File: config.mk
export PLATFORM = sky130hd
export DESIGN_NAME = ecpr_port
export DESIGN_NICKNAME = d
export VERILOG_FILES = /design/src/rtl/ecpr_pkg.sv /design/src/rtl/ecpr_fifo.sv /design/src/rtl/ecpr_port.sv
export SDC_FILE = /design/constraint.sdc
export NUM_CORES = 1
export LEC_CHECK = 0
export BUFFER_PORTS_ARGS = -buffer_cell sky130_fd_sc_hd__clkbuf_2
export CAP_MARGIN = 0
export CORE_UTILIZATION = 48
export CTS_CLUSTER_DIAMETER = 150
export DETAILED_ROUTE_END_ITERATION = 7
export PLACE_DENSITY = 0.72
export SETUP_SLACK_MARGIN = 0.1
export SYNTH_ARGS = -nofsm -noshare
export SYNTH_HDL_FRONTEND = slang
export SYNTH_SLANG_ARGS = --single-unit
File: constraint.sdc
create_clock -name clk_sys -period 3.7 [get_ports clk_sys]
set_input_delay 0.74 -clock clk_sys [delete_from_list [all_inputs] [get_ports clk_sys]]
set_output_delay 0.74 -clock clk_sys [all_outputs]
set_load 0.05 [all_outputs]
File: src/rtl/ecpr_pkg.sv
/*
 * Package for the parallel-port register and shared FIFO block: offsets,
 * mode codes, field positions, reset values and timing counts.
 * Assumes a 250 MHz system clock.
 */
package ecpr_pkg;
    // Register offsets (all 11 address bits are decoded)
    localparam logic [10:0] OFF_DATA   = 11'h000;
    localparam logic [10:0] OFF_STATUS = 11'h001;
    localparam logic [10:0] OFF_CTRL   = 11'h002;
    localparam logic [10:0] OFF_FIFO   = 11'h400;
    localparam logic [10:0] OFF_CFGB   = 11'h401;
    localparam logic [10:0] OFF_ECTL   = 11'h402;
    localparam logic [10:0] OFF_EIDX   = 11'h403;
    localparam logic [10:0] OFF_EDAT   = 11'h404;
    localparam logic [10:0] OFF_EAUX   = 11'h405;
    // Second-level indices
    localparam logic [2:0] IDX_CTL0  = 3'h0;
    localparam logic [2:0] IDX_CTL2  = 3'h2;
    localparam logic [2:0] IDX_CTL4  = 3'h4;
    localparam logic [2:0] IDX_SETUP = 3'h5;
    // Mode field codes
    localparam logic [2:0] MODE_STD  = 3'h0;
    localparam logic [2:0] MODE_BIDI = 3'h1;
    localparam logic [2:0] MODE_CFIF = 3'h2;
    localparam logic [2:0] MODE_ECP  = 3'h3;
    localparam logic [2:0] MODE_EPP  = 3'h4;
    localparam logic [2:0] MODE_TEST = 3'h6;
    localparam logic [2:0] MODE_CFG  = 3'h7;
    // Extended control fields
    localparam int ECTL_EMPTY = 0;
    localparam int ECTL_FULL  = 1;
    localparam int ECTL_SERV  = 2;
    localparam int ECTL_DMAEN = 3;
    localparam int ECTL_MODE  = 5;
    localparam int CTRL_DIR   = 5;
    localparam int SETUP_DEMAND = 6;
    localparam logic [7:0] ECTL_RST  = 8'h15;
    localparam logic [7:0] CTRL_RST  = 8'h00;
    localparam logic [7:0] SETUP_RST = 8'h00;
    localparam logic [7:0] CFGA_HI   = 8'h10;
    localparam logic [7:0] CFGA_LO   = 8'h04;
    localparam logic [7:0] UNDEF_RD  = 8'h00;
    // Timing
    localparam int CLK_MHZ       = 250;
    localparam int EPP_TMO_US    = 10;
    localparam int EPP_TMO_CYC   = EPP_TMO_US * CLK_MHZ;
    localparam int SETTLE_NS     = 40;
    localparam int SETTLE_CYC    = (SETTLE_NS * CLK_MHZ + 999) / 1000;
    localparam int DMA_BURST_MAX = 32;
    localparam int DEMAND_COUNT  = 4;
    localparam int FIFO_DEPTH    = 16;

    // FIFO entry: byte plus command tag
    typedef struct packed {
        logic       cmd;
        logic [7:0] data;
    } ecpr_entry_t;

    // Host bus request
    typedef struct packed {
        logic        rd;
        logic        wr;
        logic [10:0] addr;
        logic [7:0]  wdata;
    } ecpr_bus_t;
endpackage

File: src/rtl/ecpr_fifo.sv
/*
 * Synchronous FIFO with valid/ready on both sides.
 * Assumes a single clock and a synchronous clear from the owner.
 */
`timescale 1ns/1ps
module ecpr_fifo #(
    parameter int WIDTH = 9,
    parameter int DEPTH = 16
) (
    input  wire logic             clk,      // System clock
    input  wire logic             rst_n,    // Reset, active low
    input  wire logic             clr,      // Flush contents
    input  wire logic             in_valid, // Push request
    output logic                  in_ready, // Room available
    input  wire logic [WIDTH-1:0] in_data,  // Push data
    output logic                  out_valid,// Data available
    input  wire logic             out_ready,// Pop request
    output logic [WIDTH-1:0]      out_data, // Head data
    output logic [$clog2(DEPTH):0] count    // Fill level
);
    localparam int AW = $clog2(DEPTH);
    initial
    begin
        if (DEPTH < 2 || (1 << AW) != DEPTH)
            $error("ecpr_fifo: DEPTH must be a power of two");
    end

    logic [WIDTH-1:0] mem_q [DEPTH];
    logic [AW:0]      wp_q;
    logic [AW:0]      rp_q;
    wire              push = in_valid && in_ready;
    wire              pop  = out_valid && out_ready;

    assign count     = wp_q - rp_q;
    assign in_ready  = (count != (AW+1)'(DEPTH));
    assign out_valid = (count != '0);
    assign out_data  = mem_q[rp_q[AW-1:0]];

    always_ff @(posedge clk or negedge rst_n)
    begin
        if (!rst_n)
        begin
            wp_q <= '0;
            rp_q <= '0;
        end
        else if (clr)
        begin
            wp_q <= '0;
            rp_q <= '0;
        end
        else
        begin
            if (push)
                wp_q <= wp_q + 1'b1;
            if (pop)
                rp_q <= rp_q + 1'b1;
        end
    end

    always_ff @(posedge clk)
    begin
        if (push)
            mem_q[wp_q[AW-1:0]] <= in_data;
    end
endmodule

File: src/rtl/ecpr_port.sv
/*
 * Register set, mode decode and shared FIFO access of an extended
 * parallel port. Host PIO and DMA reach byte registers; the peripheral
 * supplies status lines. Bus strobes are one-cycle pulses synchronous
 * to clk_sys; the peripheral-side ECP cycle engine drains/fills the FIFO
 * through the link_* ports.
 */
// Functional notes
// - Four FIFO ports share one FIFO, selected by offset and mode.
// - With DMA enabled, requests fill forward or empty backward.
// - DMA request never held beyond 32 consecutive DMA cycles.
// - Terminal count during own DMA cycle stops requests.
// - Demand option waits until DMA need has held for four cycles.
// - Full-FIFO writes dropped, empty reads undefined, flags untouched.
// - Access to unavailable register is a no-op.
// - ECP enabled replaces legacy data register only; status, control remain.
// - Handshake sampling waits for data to settle after each link pop.
// - Index/data registers reach second-level controls when enabled.
// - Modes 000/001 data read returns pin levels, or pd_out while driving.
// - Mode 011 forward command-port writes push tagged command.
// - Status bit 0: 1 outside EPP, timeout set, read clears.
// - Status returns fixed ones, line levels, inverted busy.
// - Control read returns stored bits 5-0; bits 7,6 read 1.
// - Strobe is inverse of control bit 0 in every mode.
// - Auto-linefeed inverse of bit 1, also ECP hardware in 011.
// - Reset line follows bit 2; select-in is inverse of bit 3.
// - Control bit 4 masks char-received interrupt, never floats it.
// - Modes 000/010 force forward; data driven only forward.
// - Mode 010 data-port writes push data; bits 7,6 read 1.
// - FIFO is 16 bytes with one tag per byte.
// - Mode field bits 7-5 select operating mode.
`timescale 1ns/1ps
module ecpr_port
    import ecpr_pkg::*;
#(
    parameter int DEPTH   = ecpr_pkg::FIFO_DEPTH,
    parameter int TMO_CYC = ecpr_pkg::EPP_TMO_CYC
) (
    input  wire logic              clk_sys,     // 250 MHz clock
    input  wire logic              nrst,        // Async reset, active low
    input  wire ecpr_pkg::ecpr_bus_t bus,       // PIO request
    output logic [7:0]             rdata,       // Read data
    input  wire logic              cfg_ext_en,  // Config bit 4
    input  wire logic              base_sel,    // Base addr bit 2 or 10
    output logic                   dma_req,     // DMA request
    input  wire logic              dma_ack,     // DMA cycle strobe
    input  wire logic              dma_tc,      // Terminal count
    input  wire logic [7:0]        dma_wdata,   // DMA write byte
    output logic [7:0]             dma_rdata,   // DMA read byte
    input  wire logic [7:0]        pd_in,       // Data pin levels
    output logic [7:0]             pd_out,      // Data pin drive
    output logic                   pd_oe,       // Data pin enable
    input  wire logic              err_n,       // Fault line
    input  wire logic              online_select, // Select line
    input  wire logic              media_out,   // Paper end line
    input  wire logic              ack_n,       // Char-received line
    input  wire logic              busy,        // Busy line
    input  wire logic              epp_timeout, // EPP cycle timed out
    input  wire logic              ecp_afd,     // ECP hardware linefeed
    output logic                   host_data_strobe_n, // Strobe
    output logic                   auto_linefeed_n,    // Linefeed
    output logic                   init_n,      // Printer reset
    output logic                   select_in_line_n,   // Select-in
    output logic                   irq,         // Interrupt request
    output logic                   link_valid,  // FIFO head to link
    input  wire logic              link_ready,  // Link took head
    output ecpr_pkg::ecpr_entry_t  link_data,   // Head entry
    input  wire logic              link_wvalid, // Link byte in
    output logic                   link_wready, // FIFO has room
    input  wire logic [7:0]        link_wdata,  // Byte from link
    output logic                   hs_sample    // Handshake sample ok
);
    initial
    begin
        if (DEPTH != FIFO_DEPTH)
            $error("ecpr_port: FIFO depth must be 16");
        if (TMO_CYC < 1)
            $error("ecpr_port: timeout must be positive");
    end

    // Reset release
    logic rs1_q, rst_n;
    always_ff @(posedge clk_sys or negedge nrst)
    begin
        if (!nrst)
        begin
            rs1_q <= 1'b0;
            rst_n <= 1'b0;
        end
        else
        begin
            rs1_q <= 1'b1;
            rst_n <= rs1_q;
        end
    end

    logic [7:0] data_q, ctrl_q, ectl_q, eidx_q, eaux_q;
    logic [7:0] ctl0_q, ctl2_q, ctl4_q, setup_q;
    logic       tmo_q;
    logic [5:0] burst_q;
    logic [2:0] pend_q;
    logic       tc_stop_q;
    logic [2:0] mode_prev_q;
    logic [$clog2(SETTLE_CYC+1):0] settle_q;

    wire [2:0] mode = ectl_q[7:5];
    wire       fwd  = (mode == MODE_STD) || (mode == MODE_CFIF)
                      || !ctrl_q[CTRL_DIR];
    wire       epp  = (mode == MODE_EPP);
    wire       ext_ok = cfg_ext_en && base_sel;

    function automatic logic hit(input logic [10:0] a,
                                 input logic [10:0] off);
        hit = (a == off);
    endfunction

    wire rd = bus.rd;
    wire wr = bus.wr;
    wire [10:0] a = bus.addr;

    // FIFO access decode
    wire wr_cmd  = wr && hit(a, OFF_DATA) && mode == MODE_ECP
                   && fwd;
    wire wr_dat  = wr && hit(a, OFF_FIFO)
                   && (mode == MODE_CFIF
                   || (mode == MODE_ECP && fwd)
                   || mode == MODE_TEST);
    wire rd_fifo = rd && hit(a, OFF_FIFO)
                   && ((mode == MODE_ECP && !fwd)
                   || mode == MODE_TEST);
    wire fifo_mode = mode == MODE_CFIF || mode == MODE_ECP
                     || mode == MODE_TEST;

    // DMA transfer in progress
    wire dma_wr = dma_ack && fwd && fifo_mode;
    wire dma_rd = dma_ack && !fwd && fifo_mode;

    ecpr_entry_t f_in, f_out;
    logic f_in_ready, f_out_valid;
    logic [$clog2(DEPTH):0] f_count;
    wire link_push = link_wvalid && !fwd && mode == MODE_ECP;
    wire f_push  = wr_cmd || wr_dat || dma_wr || link_push;
    wire host_pop = rd_fifo || dma_rd;
    wire link_pop = link_ready && link_valid;
    wire f_pop   = host_pop || link_pop;
    wire f_clr   = (mode_prev_q == MODE_CFIF || mode_prev_q == MODE_ECP)
                   && !(mode == MODE_CFIF || mode == MODE_ECP);

    always_comb
    begin
        f_in.cmd  = wr_cmd;
        f_in.data = dma_wr ? dma_wdata :
                    link_push ? link_wdata : bus.wdata;
    end

    // Full writes and empty reads are dropped by the FIFO itself
    ecpr_fifo #(.WIDTH(9), .DEPTH(DEPTH)) u_fifo (
        .clk      (clk_sys),
        .rst_n    (rst_n),
        .clr      (f_clr),
        .in_valid (f_push),
        .in_ready (f_in_ready),
        .in_data  (f_in),
        .out_valid(f_out_valid),
        .out_ready(f_pop),
        .out_data (f_out),
        .count    (f_count)
    );

    assign link_valid  = f_out_valid && fwd && fifo_mode
                         && mode != MODE_TEST;
    assign link_data   = f_out;
    assign link_wready = f_in_ready && !fwd && mode == MODE_ECP;

    // DMA request control
    wire dma_en   = ectl_q[ECTL_DMAEN] && !ectl_q[ECTL_SERV];
    wire dma_need = fifo_mode && (fwd ? f_in_ready : f_out_valid);
    wire demand   = setup_q[SETUP_DEMAND];
    wire pend_ok  = !demand || pend_q == 3'(DEMAND_COUNT);
    assign dma_req = dma_en && dma_need && pend_ok && !tc_stop_q
                     && burst_q < 6'(DMA_BURST_MAX);

    always_ff @(posedge clk_sys or negedge rst_n)
    begin
        if (!rst_n)
        begin
            burst_q   <= '0;
            pend_q    <= '0;
            tc_stop_q <= 1'b0;
        end
        else
        begin
            if (dma_ack && dma_req)
                burst_q <= burst_q + 6'd1;
            else if (!dma_req)
                burst_q <= '0;
            if (!dma_en)
                tc_stop_q <= 1'b0;
            else if (dma_ack && dma_tc)
                tc_stop_q <= 1'b1;
            if (!dma_need || !demand)
                pend_q <= '0;
            else if (pend_q != 3'(DEMAND_COUNT))
                pend_q <= pend_q + 3'd1;
        end
    end
    assign dma_rdata = f_out.data;

    // Register writes
    wire w_data = wr && hit(a, OFF_DATA)
                  && (mode == MODE_STD || mode == MODE_BIDI);
    wire w_ctrl = wr && hit(a, OFF_CTRL);
    wire w_ectl = wr && hit(a, OFF_ECTL);
    wire w_eidx = wr && hit(a, OFF_EIDX) && ext_ok;
    wire w_edat = wr && hit(a, OFF_EDAT) && ext_ok;
    wire w_eaux = wr && hit(a, OFF_EAUX);
    wire r_stat = rd && hit(a, OFF_STATUS);

    always_ff @(posedge clk_sys or negedge rst_n)
    begin
        if (!rst_n)
        begin
            data_q  <= '0;
            ctrl_q  <= CTRL_RST;
            ectl_q  <= ECTL_RST;
            eidx_q  <= '0;
            eaux_q  <= '0;
            ctl0_q  <= '0;
            ctl2_q  <= '0;
            ctl4_q  <= '0;
            setup_q <= SETUP_RST;
        end
        else
        begin
            if (w_data)
                data_q <= bus.wdata;
            if (w_ctrl)
                ctrl_q <= bus.wdata;
            if (w_ectl)
                ectl_q <= {bus.wdata[7:2], 2'b00};
            if (w_eidx)
                eidx_q <= bus.wdata;
            if (w_eaux)
                eaux_q <= bus.wdata;
            if (w_edat && eidx_q[2:0] == IDX_CTL0)
                ctl0_q <= bus.wdata;
            if (w_edat && eidx_q[2:0] == IDX_CTL2)
                ctl2_q <= bus.wdata;
            if (w_edat && eidx_q[2:0] == IDX_CTL4)
                ctl4_q <= bus.wdata;
            if (w_edat && eidx_q[2:0] == IDX_SETUP)
                setup_q <= bus.wdata;
        end
    end

    // EPP timeout flag; a timeout in the read cycle wins
    always_ff @(posedge clk_sys or negedge rst_n)
    begin
        if (!rst_n)
        begin
            tmo_q       <= 1'b1;
            mode_prev_q <= MODE_STD;
        end
        else
        begin
            mode_prev_q <= mode;
            if (epp && mode_prev_q != MODE_EPP)
                tmo_q <= 1'b0;
            else if (epp && epp_timeout)
                tmo_q <= 1'b1;
            else if (r_stat)
                tmo_q <= 1'b0;
        end
    end

    // Settling delay after each link pop before handshake sampling
    wire pd_change = f_pop && link_pop;
    always_ff @(posedge clk_sys or negedge rst_n)
    begin
        if (!rst_n)
            settle_q <= '0;
        else if (pd_change)
            settle_q <= ($clog2(SETTLE_CYC+1)+1)'(SETTLE_CYC);
        else if (settle_q != '0)
            settle_q <= settle_q - 1'b1;
    end
    assign hs_sample = (settle_q == '0);

    // Read mux
    wire [7:0] stat = {~busy, ack_n, media_out, online_select, err_n,
                       2'b11, epp ? tmo_q : 1'b1};
    wire [7:0] ext_rd = eidx_q[2:0] == IDX_CTL0 ? ctl0_q :
                        eidx_q[2:0] == IDX_CTL2 ? ctl2_q :
                        eidx_q[2:0] == IDX_CTL4 ? ctl4_q :
                        eidx_q[2:0] == IDX_SETUP ? setup_q : UNDEF_RD;
    logic [7:0] rmux;
    always_comb
    begin
        rmux = UNDEF_RD;
        if (hit(a, OFF_DATA) && (mode == MODE_STD || mode == MODE_BIDI))
            rmux = pd_oe ? pd_out : pd_in;
        else if (hit(a, OFF_STATUS))
            rmux = stat;
        else if (hit(a, OFF_CTRL))
            rmux = {2'b11, ctrl_q[5:0]};
        else if (hit(a, OFF_FIFO) && rd_fifo)
            rmux = f_out_valid ? f_out.data : UNDEF_RD;
        else if (hit(a, OFF_FIFO) && mode == MODE_CFG)
            rmux = CFGA_HI | {4'h0, setup_q[7], 3'h0} | CFGA_LO;
        else if (hit(a, OFF_CFGB) && mode == MODE_CFG)
            rmux = {1'b0, irq, setup_q[5:3], 1'b0, setup_q[1:0]};
        else if (hit(a, OFF_ECTL))
            rmux = {ectl_q[7:2], !f_in_ready, !f_out_valid};
        else if (hit(a, OFF_EIDX) && ext_ok)
            rmux = eidx_q;
        else if (hit(a, OFF_EDAT) && ext_ok)
            rmux = ext_rd;
        else if (hit(a, OFF_EAUX))
            rmux = eaux_q;
    end

    always_ff @(posedge clk_sys or negedge rst_n)
    begin
        if (!rst_n)
        begin
            rdata  <= '0;
            pd_out <= '0;
            pd_oe  <= 1'b0;
            irq    <= 1'b0;
            host_data_strobe_n <= 1'b1;
            auto_linefeed_n    <= 1'b1;
            init_n             <= 1'b0;
            select_in_line_n   <= 1'b1;
        end
        else
        begin
            if (rd)
                rdata <= rmux;
            pd_out <= fifo_mode && mode != MODE_TEST ? f_out.data : data_q;
            pd_oe  <= fwd;
            irq    <= ctrl_q[4] && !ack_n;
            host_data_strobe_n <= !ctrl_q[0];
            auto_linefeed_n <= !(ctrl_q[1]
                || (mode == MODE_ECP && ecp_afd));
            init_n           <= ctrl_q[2];
            select_in_line_n <= !ctrl_q[3];
        end
    end
endmodule

==> results of run 1 <==
## per-stage QoR
stage | setup slack [ns] | hold slack, ns | total power, µW | area [µm²] | utilization
finish | 0.187 | 0.361 | 6120 | 14300 | 0.569
global route | 0.132 | 0.379 | 6330 | 14300 | 0.569
CTS | 0.116 | 0.362 | 6170 | 14300 | 0.566
detailed placement | 0.462 | 0.348 | 3630 | 13400 | 0.531
global placement | 0.519 | 0.337 | 3620 | 13400 | 0.531
floorplan | 0.168 | 0.331 | 3480 | 12400 | -
## synthesized netlist by cell type (3+ instances only)
| cell type | count |
|---|---|
| xnor2_1 | 13 |
| and2_1 | 7 |
| o211ai_1 | 5 |
| ha_1 | 14 |
| xor2_1 | 7 |
| nand2_1 | 75 |
| edfxtp_1 | 144 |
| a221oi_1 | 4 |
| clkbuf_1 | 22 |
| o21ai_0 | 35 |
| a22o_1 | 5 |
| nand4b_1 | 3 |
| nor4_1 | 3 |
| nor3_1 | 12 |
| a211oi_1 | 7 |
| a221o_1 | 6 |
| or3_1 | 3 |
| dfstp_2 | 6 |
| mux2_2 | 72 |
| buf_1 | 9 |
| dfrtp_1 | 115 |
| a21oi_1 | 23 |
| mux4_2 | 37 |
| nand4_1 | 9 |
| o21a_1 | 3 |
| buf_2 | 12 |
| nor4b_1 | 3 |
| nand2b_1 | 8 |
| mux2i_1 | 38 |
| a31oi_1 | 5 |
| and3_1 | 19 |
| nor2b_1 | 10 |
| a32oi_1 | 3 |
| inv_1 | 18 |
| nand3b_1 | 4 |
| nor2_1 | 47 |
| a22oi_1 | 5 |
| nand3_1 | 18 |
| nor3b_1 | 6 |
| buf_4 | 10 |
| o22ai_1 | 9 |
## layout make-up
cell class                 instances  area, µm²
clock buffer                      32        694
inverter                          20       76.3
sequential                       265       7370
multi-input combinational        565       4690
timing repair buffer             149        963
fill                            2001      10900
tap                              330        413
clock inverter                    17        120
## where the power goes
group / switching [µW] / internal [µW]
Combinational: 236 / 142
Clock: 1130 / 1410
Sequential: 42.1 / 3160
Total: 1410 / 4710
## how the worst max path moves through the flow
stage	cells after the start	slack [ns]	endpoint
3_3_place_gp	6	0.52	link_data[4]
6_report	5	0.19	dma_rdata[7]
4_1_cts	6	0.12	dma_rdata[0]
2_1_floorplan	5	0.17	link_data[5]
5_1_grt	8	0.13	link_wready
3_5_place_dp	6	0.46	link_data[4]
## sequential cells by signal, indices dropped and copies added, names as in the netlist, 3 cells and up
register,flops
u_fifo.mem_q,144
ctl0_q,8
ctl2_q,8
ctl4_q,8
data_q,8
eaux_q,8
eidx_q,8
pd_out,8
rdata,8
setup_q,8
burst_q,6
ctrl_q,6
ectl_q,6
settle_q,5
u_fifo.rp_q,5
u_fifo.wp_q,5
mode_prev_q,3
pend_q,3
## kinds of logic after synthesis
| kind of cell | synth area share |
|---|---|
| flops | 0.596 |
| simple gates | 0.105 |
| mux | 0.164 |
| compound gates | 0.0759 |
| buf+inv | 0.0278 |
| xor+xnor | 0.0161 |
| fa+ha+maj | 0.0150 |
| other cells | 0.000304 |
## cell usage in the layout (no fill, tap or decap), drive strengths merged, types with 7 or more instances in the layout
master,n
mux4,37
nand3,18
o21ai,35
nand2,77
clkinv,11
nor3,12
nand2b,8
mux2,72
buf,48
nor2b,10
xor2,7
dfrtp,115
ha,14
clkbuf,131
xnor2,13
and3,20
o22ai,9
a21oi,23
and2,8
nor3b,7
nand4,9
mux2i,38
inv,21
nor2,49
edfxtp,144
a211oi,8
## layer usage
metal	wire length (µm)	share of wire	track usage
met5	0	0	0
met4	1080	0.034	0.0806
met3	3080	0.096	0.0514
met2	14000	0.44	0.358
met1	13800	0.43	0.369
## repair_timing
action | 4_1_cts | 5_1_grt
endpoints found under the hold margin | 2 | 0
pin swaps | 0 | 0
gates resized for setup | 7 | 7
setup buffers | 0 | 6
endpoints found under the setup margin | 13 | 10
gates cloned | 1 | 0
hold buffers | 1 | 0
==> results by group, run 1 <==
Timing
  • Worst Tran Pin Value: between 0.8 and 0.9 ns
  • Setup violators final: 0
  • Hold violation total from the final report: 0
  • Unrepaired setup endpoints after global routing: false
  • Total negative slack: 0 ns
  • Post-layout min period: 3.51 ns
  • Rel. slew slack: 0.421
  • Fin crit share: 0.950
  • Fmax: 0.285 GHz
  • Worst Clk Skew: 0.0129 ns
  • Final Max Tran Viols: 0

Placement
  • # port buffers: 102
  • GPL Wtd Cong: 0.991
  • Placed cell count: 1,321
  • DP Wirelength: 22,400 µm

Synthesis
  • Register bit total from synthesis: approximately 270
  • Ys Warns: 0
  • Post-synthesis sequential area ratio: 0.596
  • Ys flop type: edfxtp_1
  • Ys async rst share: 0.457
  • Unique cell type count in the Yosys netlist: 80
  • Post-synth EDFFs: 144
  • Syn avg cell area: 13.6 µm²
  • Synth area leader: edfxtp_1
  • Post-synth top area share: 0.350
  • Mapped Area: 12,300 µm²
  • Synth top area cells: edfxtp_1 35%, dfrtp_1 23%, mux4_2 6.8%, mux2_2 6.6%, mux2i_1 3.1%
  • Cells after Synth: about 910
  • Syn_nets: 979

Route
  • Vias per inst: 6.06
  • Drt pass-1 iters: 8
  • Drt drc: 0
  • Vias post-DR: 8,352
  • DR iter-0 viols: 872
  • Drt wl/cell: between 20 and 25 µm
  • Detail Route Antenna Nets: 0
  • Final WL: 32,000 µm

Run
  • Max cap viols: 0

Cells and area
  • Area Growth Syn to Fin: 16.0%
  • Share of layout cells above drive strength 1: 0.316
  • Nets: 1,102
  • Ant. Diodes: 0
  • Non-filler cells, final: 1,378

Floorplanning
  • Initial Util: 0.490
  • Chip width: 162 µm
  • Core area: 25,200 µm²
  • Die Ht: 162 µm
  • Die Area: 26,400 µm²
  • Site Rows: between 50 and 60
  • Io pins: around 100

Worst hold path
  • Hold Path Depth: 0
  • Worst Hold Launch: rs1_q$_DFF_PN0_
  • Hold EP: rst_n$_DFF_PN0_
  • Tightest Hold Check Type: reg2reg

Critical path
  • Worst setup path category: reg2out
  • Crit-path cells: buf_4, mux4_2, a22o_1, a221o_1, clkbuf_2
  • CP delay by family, top: buffers and inverters
  • CP Buf/Inv Count: 2
  • Critical path arrival: roughly 2.8 ns
  • Nature of the critical path startpoint: flip-flop
  • Worst reg2reg path depth: 9
  • CP Capture Type: output pin
  • Reg2Reg Setup Slack: 0.76 ns
  • Crit-path slowest cell: a221o_1
  • Worst EP required: between 2 and 3 ns
  • Peak fanout along the critical path: 32
  • FF-to-FF End: u_fifo.mem_q[6][2]$_DFFE_PP_
  • Slowest stage delay, CP: around 0.44 ns
  • Crit path from: u_fifo.rp_q[1]$_DFFE_PN0P_
  • Start of the worst register-to-register path: u_fifo.rp_q[0]$_DFFE_PN0P_

Pwr
  • Peak supply drop: 0.339 mV
  • PwrDens: 427 nW/µm²
  • Leak: 0.00582 µW

GRT
  • Vias in the first global route: 8,007
  • First-pass GRT wire length: 48,300 µm
  • Initial antenna violation count: 0
  • Total global-route track usage: 0.247
  • Pin count of the biggest net entering global routing: 67
  • Overflow after GRT: 0

CTS
  • Clk pin slew, worst setup/hold paths: 0.07 ns
  • CTS Root Cell: clkbuf_16
  • TritonCTS clock tree: done
  • Clk_lat worst skew: 0.55 ns
  • CTS max path bufs: 3
  • CTS HTree Levels: 1
  • Number of clock buffers inserted by TritonCTS: 27
  • Clk sinks: 265

Outcome
  • Status: complete, no violations
Note: power is estimated with default switching activity, not from simulation.
==> run 2, diff against run 1 <==
- SYNTH_HIERARCHICAL: default -> 1
==> run 2 against run 1 <==
Net effect:
- the flow now finishes with violations (negative setup slack)
- first-iteration DRC count decreased by 11%
- total power increased by 12%
- clock-buffer cell count increased by 5
- clock power increased by 11%
- sequential share of layout area decreased by 0.27 points
- critical path type unchanged
- critical endpoint is now dma_req
- largest power group unchanged
==> results by group, run 2 <==
Outcome
  • Status: complete, but fails checks
  • Failing checks: negative setup slack

Placement
  • GPL Wtd Cong: 0.969
  • Area after DPL: 13,200 µm²
  • Placed cell count: 1,271
  • # port buffers: 102
  • DP Wirelength: between 20,000 and 25,000 µm

Route
  • Drt drc: 0
  • Met2 WL post-DR: 15,200 µm
  • Detail Route Antenna Nets: 0
  • Vias post-DR: between 7,000 and 8,000
  • Drt pass-1 iters: 5
  • DR iter-0 viols: between 700 and 800
  • Met3 Routed Length: about 2000 µm
  • Vias per inst: 5.98
  • Final WL: 31,200 µm
  • Max layer used: met4
  • Drt wl/cell: 23.3 µm
  • Met1 wire length: 12,700 µm

CTS
  • CTS max path bufs: 3
  • CTS HTree Levels: 1
  • Clk sinks: 265
  • CTS Root Cell: clkbuf_16
  • TritonCTS clock tree: done
  • Clk pin slew, worst setup/hold paths: ~0.06 ns
  • Clk_lat worst skew: 0.57 ns
  • Number of clock buffers inserted by TritonCTS: 28

Timing
  • Final Worst Setup Slack: -0.131 ns
  • Worst Tran Pin Value: approximately 0.8 ns
  • Fin crit share: 1.04
  • Total negative slack: -0.131 ns
  • Final Max Tran Viols: 0
  • Fmax: about 0.26 GHz
  • Hold violation total from the final report: 0
  • Unrepaired setup endpoints after global routing: true
  • Post-layout min period: between 3 and 4 ns
  • Worst Clk Skew: between 0.04 and 0.05 ns
  • Rel. slew slack: 0.443
  • Setup violators final: 1

Cells and area
  • Commonest cells after routing, fill and taps aside: 144 x edfxtp_1, 113 x dfrtp_1, 89 x clkbuf_2
  • Ant. Diodes: 0
  • Post-route cell area: 14,400 µm²
  • Nets: 1,060
  • Most common cell after layout, fill and taps aside: edfxtp_1
  • Area Growth Syn to Fin: 17.5%
  • Non-filler cells, final: roughly 1,300
  • Max reg flops: 144
  • Share of layout cells above drive strength 1: 0.363

Critical path
  • Worst EP required: 2.96 ns
  • Nature of the critical path startpoint: flip-flop
  • Critical path arrival: 3.09 ns
  • CP Capture Type: output pin
  • Worst setup path category: reg2out
  • Peak fanout along the critical path: 3

Floorplanning
  • Io pins: just over 100
  • Core area: 25,100 µm²
  • Die Ht: 162 µm
  • Chip width: 162 µm
  • Site Rows: 58
  • Die Area: 26,200 µm²
  • Initial Util: 0.488

GRT
  • Overflow after GRT: 0
  • Initial antenna violation count: 0
  • Pin count of the biggest net entering global routing: just over 60
  • First-pass GRT wire length: between 40,000 and 50,000 µm
  • Total global-route track usage: 0.243
  • Vias in the first global route: 7,894

Synthesis
  • Syn_nets: 931
  • Mapped Area: 12,300 µm²
  • Ys Warns: 6
  • Cells after Synth: 856
  • Syn avg cell area: roughly 14 µm²

Run
  • Max cap viols: 0

Pwr
  • Leak: 0.00588 µW
  • Peak supply drop: 0.366 mV
  • PwrDens: 475 nW/µm²

Worst hold path
  • Tightest Hold Check Type: reg2reg
-- run 2: repair_timing --
item / 4_1_cts / 5_1_grt
pin swaps: 5 / 0
setup buffers: 10 / 2
cloned: 1 / 0
resized for setup: 28 / 10
setup endpoints to repair: 20 / 17
hold buffers: 1 / 0
hold endpoints to repair: 2 / 0
-- run 2: cell type report --
class | count | area (µm²)
clock inverter | 15 | 178
inverter | 22 | 86.3
sequential | 265 | 7360
fill | 1977 | 10700
tap | 330 | 413
timing repair buffer | 150 | 986
clock buffer | 37 | 754
multi-input combinational | 518 | 4610
-- run 2: final timing paths --
| kind | start | to | slack, ns | cells past startpoint |
|---|---|---|---|---|
| min in group asynchronous | rst_n$_DFF_PN0_ | eidx_q[6]$_DFFE_PN0P_ | 0.39 | 0 |
| hold reg to reg | rs1_q$_DFF_PN0_ | rst_n$_DFF_PN0_ | 0.35 | 0 |
| hold / removal | rs1_q$_DFF_PN0_ | rst_n$_DFF_PN0_ | 0.35 | 0 |
| setup reg to reg | u_fifo/wp_q[0]$_DFFE_PN0P_ | u_fifo/rp_q[4]$_DFFE_PN0P_ | 0.39 | 16 |
| max in group asynchronous | rst_n$_DFF_PN0_ | host_data_strobe_n$_DFF_PN1_ | 2.47 | 1 |
| setup / recovery | u_fifo/rp_q[0]$_DFFE_PN0P_ | dma_req | -0.13 | 12 |
-- run 2: worst max-delay path: stages, from the launching register on --
cell and delay (ns):
dfrtp_2 0.42, ha_4 0.16, inv_2 0.05, fa_2 0.44
nand3b_1 0.17, a211o_1 0.29, a211oi_4 0.24, inv_2 0.07
nand2b_4 0.13, and4_4 0.21, nand2_4 0.07, clkinvlp_4 0.09
clkbuf_16 0.17
-- run 2: routing by layer --
| metal | track usage | vias up |
|---|---|---|
| met1 | 0.322 | 4082 |
| met5 | 0 | - |
| met2 | 0.404 | 322 |
| met4 | 0.0986 | 0 |
| li1 | - | 3532 |
| met3 | 0.0380 | 62 |
-- run 2: power breakdown --
group / internal, µW / total [µW] / leakage [µW] / switching (µW)
clock: 1650 / 2820 / 0.000452 / 1170
sequential: 3160 / 3210 / 0.00296 / 46.1
combinational: 309 / 816 / 0.00246 / 507
total: 5120 / 6840 / 0.00588 / 1720
-- run 2: through the flow --
step | utilization | total power, µW | setup slack [ns] | hold WS (ns)
2_1_floorplan | - | 3780 | 0.0852 | 0.331
3_3_place_gp | 0.526 | 4010 | 0.184 | 0.334
3_5_place_dp | 0.526 | 4030 | 0.115 | 0.337
4_1_cts | 0.573 | 6890 | -0.168 | 0.344
5_1_grt | 0.573 | 7080 | -0.245 | 0.350
6_report | 0.573 | 6840 | -0.131 | 0.348
==> run 3, diff against run 2 <==
- PLACE_DENSITY: 0.72 -> 0.69
==> run 3 against run 2 <==
Net effect:
- the flow still finishes with violations (negative setup slack)
- total power rose by 0.68%
- final area is essentially flat
- combinational power fell by 2%
- global-route usage shrank 0.94 points
- first-iteration DRC count up 6.9%
- hold slack worse by 0.016 ns
- sequential power hardly changed
- sequential share of layout area is essentially flat
- critical endpoint unchanged
==> results by group, run 3 (synthesis results as in run 2) <==
Cells and area
  • Nets: 1,058
  • Commonest cells after routing, fill and taps aside: 144 x edfxtp_1, 113 x dfrtp_1, 87 x clkbuf_2
  • # fillers: a little over 2,000
  • Share of layout cells above drive strength 1: 0.365
  • Fin util: 0.573
  • Most common cell after layout, fill and taps aside: edfxtp_1
  • Max reg flops: ~140
  • Ant. Diodes: 0
  • Area Growth Syn to Fin: 17.5%

CTS
  • CTS max path bufs: 3
  • Number of clock buffers inserted by TritonCTS: 29
  • Clk pin slew, worst setup/hold paths: 0.06 ns
  • CTS Root Cell: clkbuf_16
  • Clk_lat worst skew: approximately 0.56 ns
  • CTS HTree Levels: 1
  • Clk sinks: around 270
  • TritonCTS clock tree: done

Route
  • Drt drc: 0
  • Drt wl/cell: 23.0 µm
  • Final WL: 30,600 µm
  • Vias post-DR: 7,977
  • DR iter-0 viols: a little over 800
  • Drt pass-1 iters: 5
  • Vias per inst: 5.98
  • Detail Route Antenna Nets: 0

Placement
  • GPL Wtd Cong: 0.939
  • # port buffers: about 100
  • DP Wirelength: between 20,000 and 25,000 µm
  • Pre-CTS setup slack: between 0.09 and 0.1 ns

Floorplanning
  • Site Rows: 58
  • Initial Util: 0.488
  • Io pins: 103
  • Core area: between 20,000 and 30,000 µm²
  • Chip width: approximately 160 µm
  • Die Area: roughly 26,000 µm²
  • Die Ht: approximately 160 µm

GRT
  • Overflow after GRT: 0
  • Total global-route track usage: 0.234
  • Initial antenna violation count: 1
  • First-pass GRT wire length: 45,900 µm
  • Vias in the first global route: 7,752
  • Pin count of the biggest net entering global routing: between 60 and 70

Timing
  • Hold violation total from the final report: 0
  • Worst Clk Skew: approximately 0.0090 ns
  • Rel. slew slack: 0.340
  • Post-layout min period: roughly 3.9 ns
  • Fin crit share: 1.05
  • Worst Tran Pin Value: 0.978 ns
  • Fmax: ~0.26 GHz
  • Final Max Tran Viols: 0
  • Unrepaired setup endpoints after global routing: true
  • Minimum hold slack: 0.332 ns
  • Final Worst Setup Slack: -0.185 ns
  • Setup violators final: 1

Critical path
  • CP Capture Type: output pin
  • Worst setup path category: reg2out
  • Reg2Reg Setup Slack: 0.29 ns
  • Start of the worst register-to-register path: u_fifo/rp_q[0]$_DFFE_PN0P_
  • Worst reg2reg path depth: 15
  • FF-to-FF End: u_fifo/rp_q[4]$_DFFE_PN0P_
  • Crit path from: u_fifo/rp_q[0]$_DFFE_PN0P_
  • Worst EP required: 2.96 ns
  • Nature of the critical path startpoint: flip-flop
  • Critical path arrival: 3.14 ns
  • Peak fanout along the critical path: 2
  • Crit path to: dma_req

Pwr
  • Peak supply drop: 0.468 mV
  • PwrDens: 479 nW/µm²
  • Leak: 0.00588 µW

Run
  • Max cap viols: 0

Outcome
  • Failing checks: negative setup slack
  • Status: complete, but fails checks

Worst hold path
  • Tightest Hold Check Type: in2reg
==> run 3: area by class of cell <==
type	count	area [µm²]	area share
clock buffer	38	790	0.0549
tap	330	413	0.0287
multi-input combinational	518	4620	0.321
clock inverter	14	161	0.0112
timing repair buffer	147	958	0.0666
inverter	22	86.3	0.00600
sequential	265	7360	0.512
==> run 3: repair_timing <==
item,4_1_cts,5_1_grt
setup endpoints to repair,20,21
resized for setup,22,24
hold endpoints to repair,2,0
pin swaps,6,5
hold buffers,1,0
setup buffers,52,3
cloned,0,1
==> run 3: critical path, cell delays in order (launching register included) <==
cell	delay, ns
dfrtp_2	0.43
ha_4	0.18
inv_2	0.05
fa_2	0.43
nand3b_1	0.17
a211o_1	0.33
a211oi_4	0.24
inv_2	0.06
nand2b_4	0.13
and4_4	0.21
nand2_4	0.08
clkinvlp_4	0.09
clkbuf_16	0.17
==> run 3: where the power goes <==
group | leakage (µW) | internal (µW) | total (µW) | switching, µW
clock network | 0.000473 | 1710 | 2880 | 1170
registers | 0.00296 | 3160 | 3210 | 46.4
logic | 0.00245 | 296 | 802 | 506
==> run 3: worst min path at each step <==
| stage | slack (ns) | start | cells after the start | end |
|---|---|---|---|---|
| after global routing | 0.34 | ecp_afd | 2 | auto_linefeed_n$_DFF_PN1_ |
| after floorplan | 0.33 | rs1_q$_DFF_PN0_ | 0 | rst_n$_DFF_PN0_ |
| after CTS | 0.31 | ecp_afd | 2 | auto_linefeed_n$_DFF_PN1_ |
| after global placement | 0.33 | rs1_q$_DFF_PN0_ | 0 | rst_n$_DFF_PN0_ |
| after detailed placement | 0.34 | rs1_q$_DFF_PN0_ | 0 | rst_n$_DFF_PN0_ |
| final | 0.33 | ecp_afd | 2 | auto_linefeed_n$_DFF_PN1_ |
==> run 3: stage by stage <==
step | total power (µW) | instance area, µm² | cells | setup TNS [ns]
floorplan | 3780 | 12300 | 856 | 0
global route | 7110 | 14400 | 1334 | -0.456
finish | 6890 | 14400 | 1334 | -0.185
CTS | 6920 | 14300 | 1330 | -0.783
global placement | 4020 | 13200 | 1274 | 0
detailed placement | 4030 | 13200 | 1274 | 0
==> run 3: per-layer routing <==
metal / vias up / part of all wire / GRT usage
li1: 3518 / - / -
met1: 4008 / 0.42 / 0.326
met2: 380 / 0.47 / 0.371
met3: 71 / 0.075 / 0.0350
met4: 0 / 0.038 / 0.0939
met5: - / 0 / 0
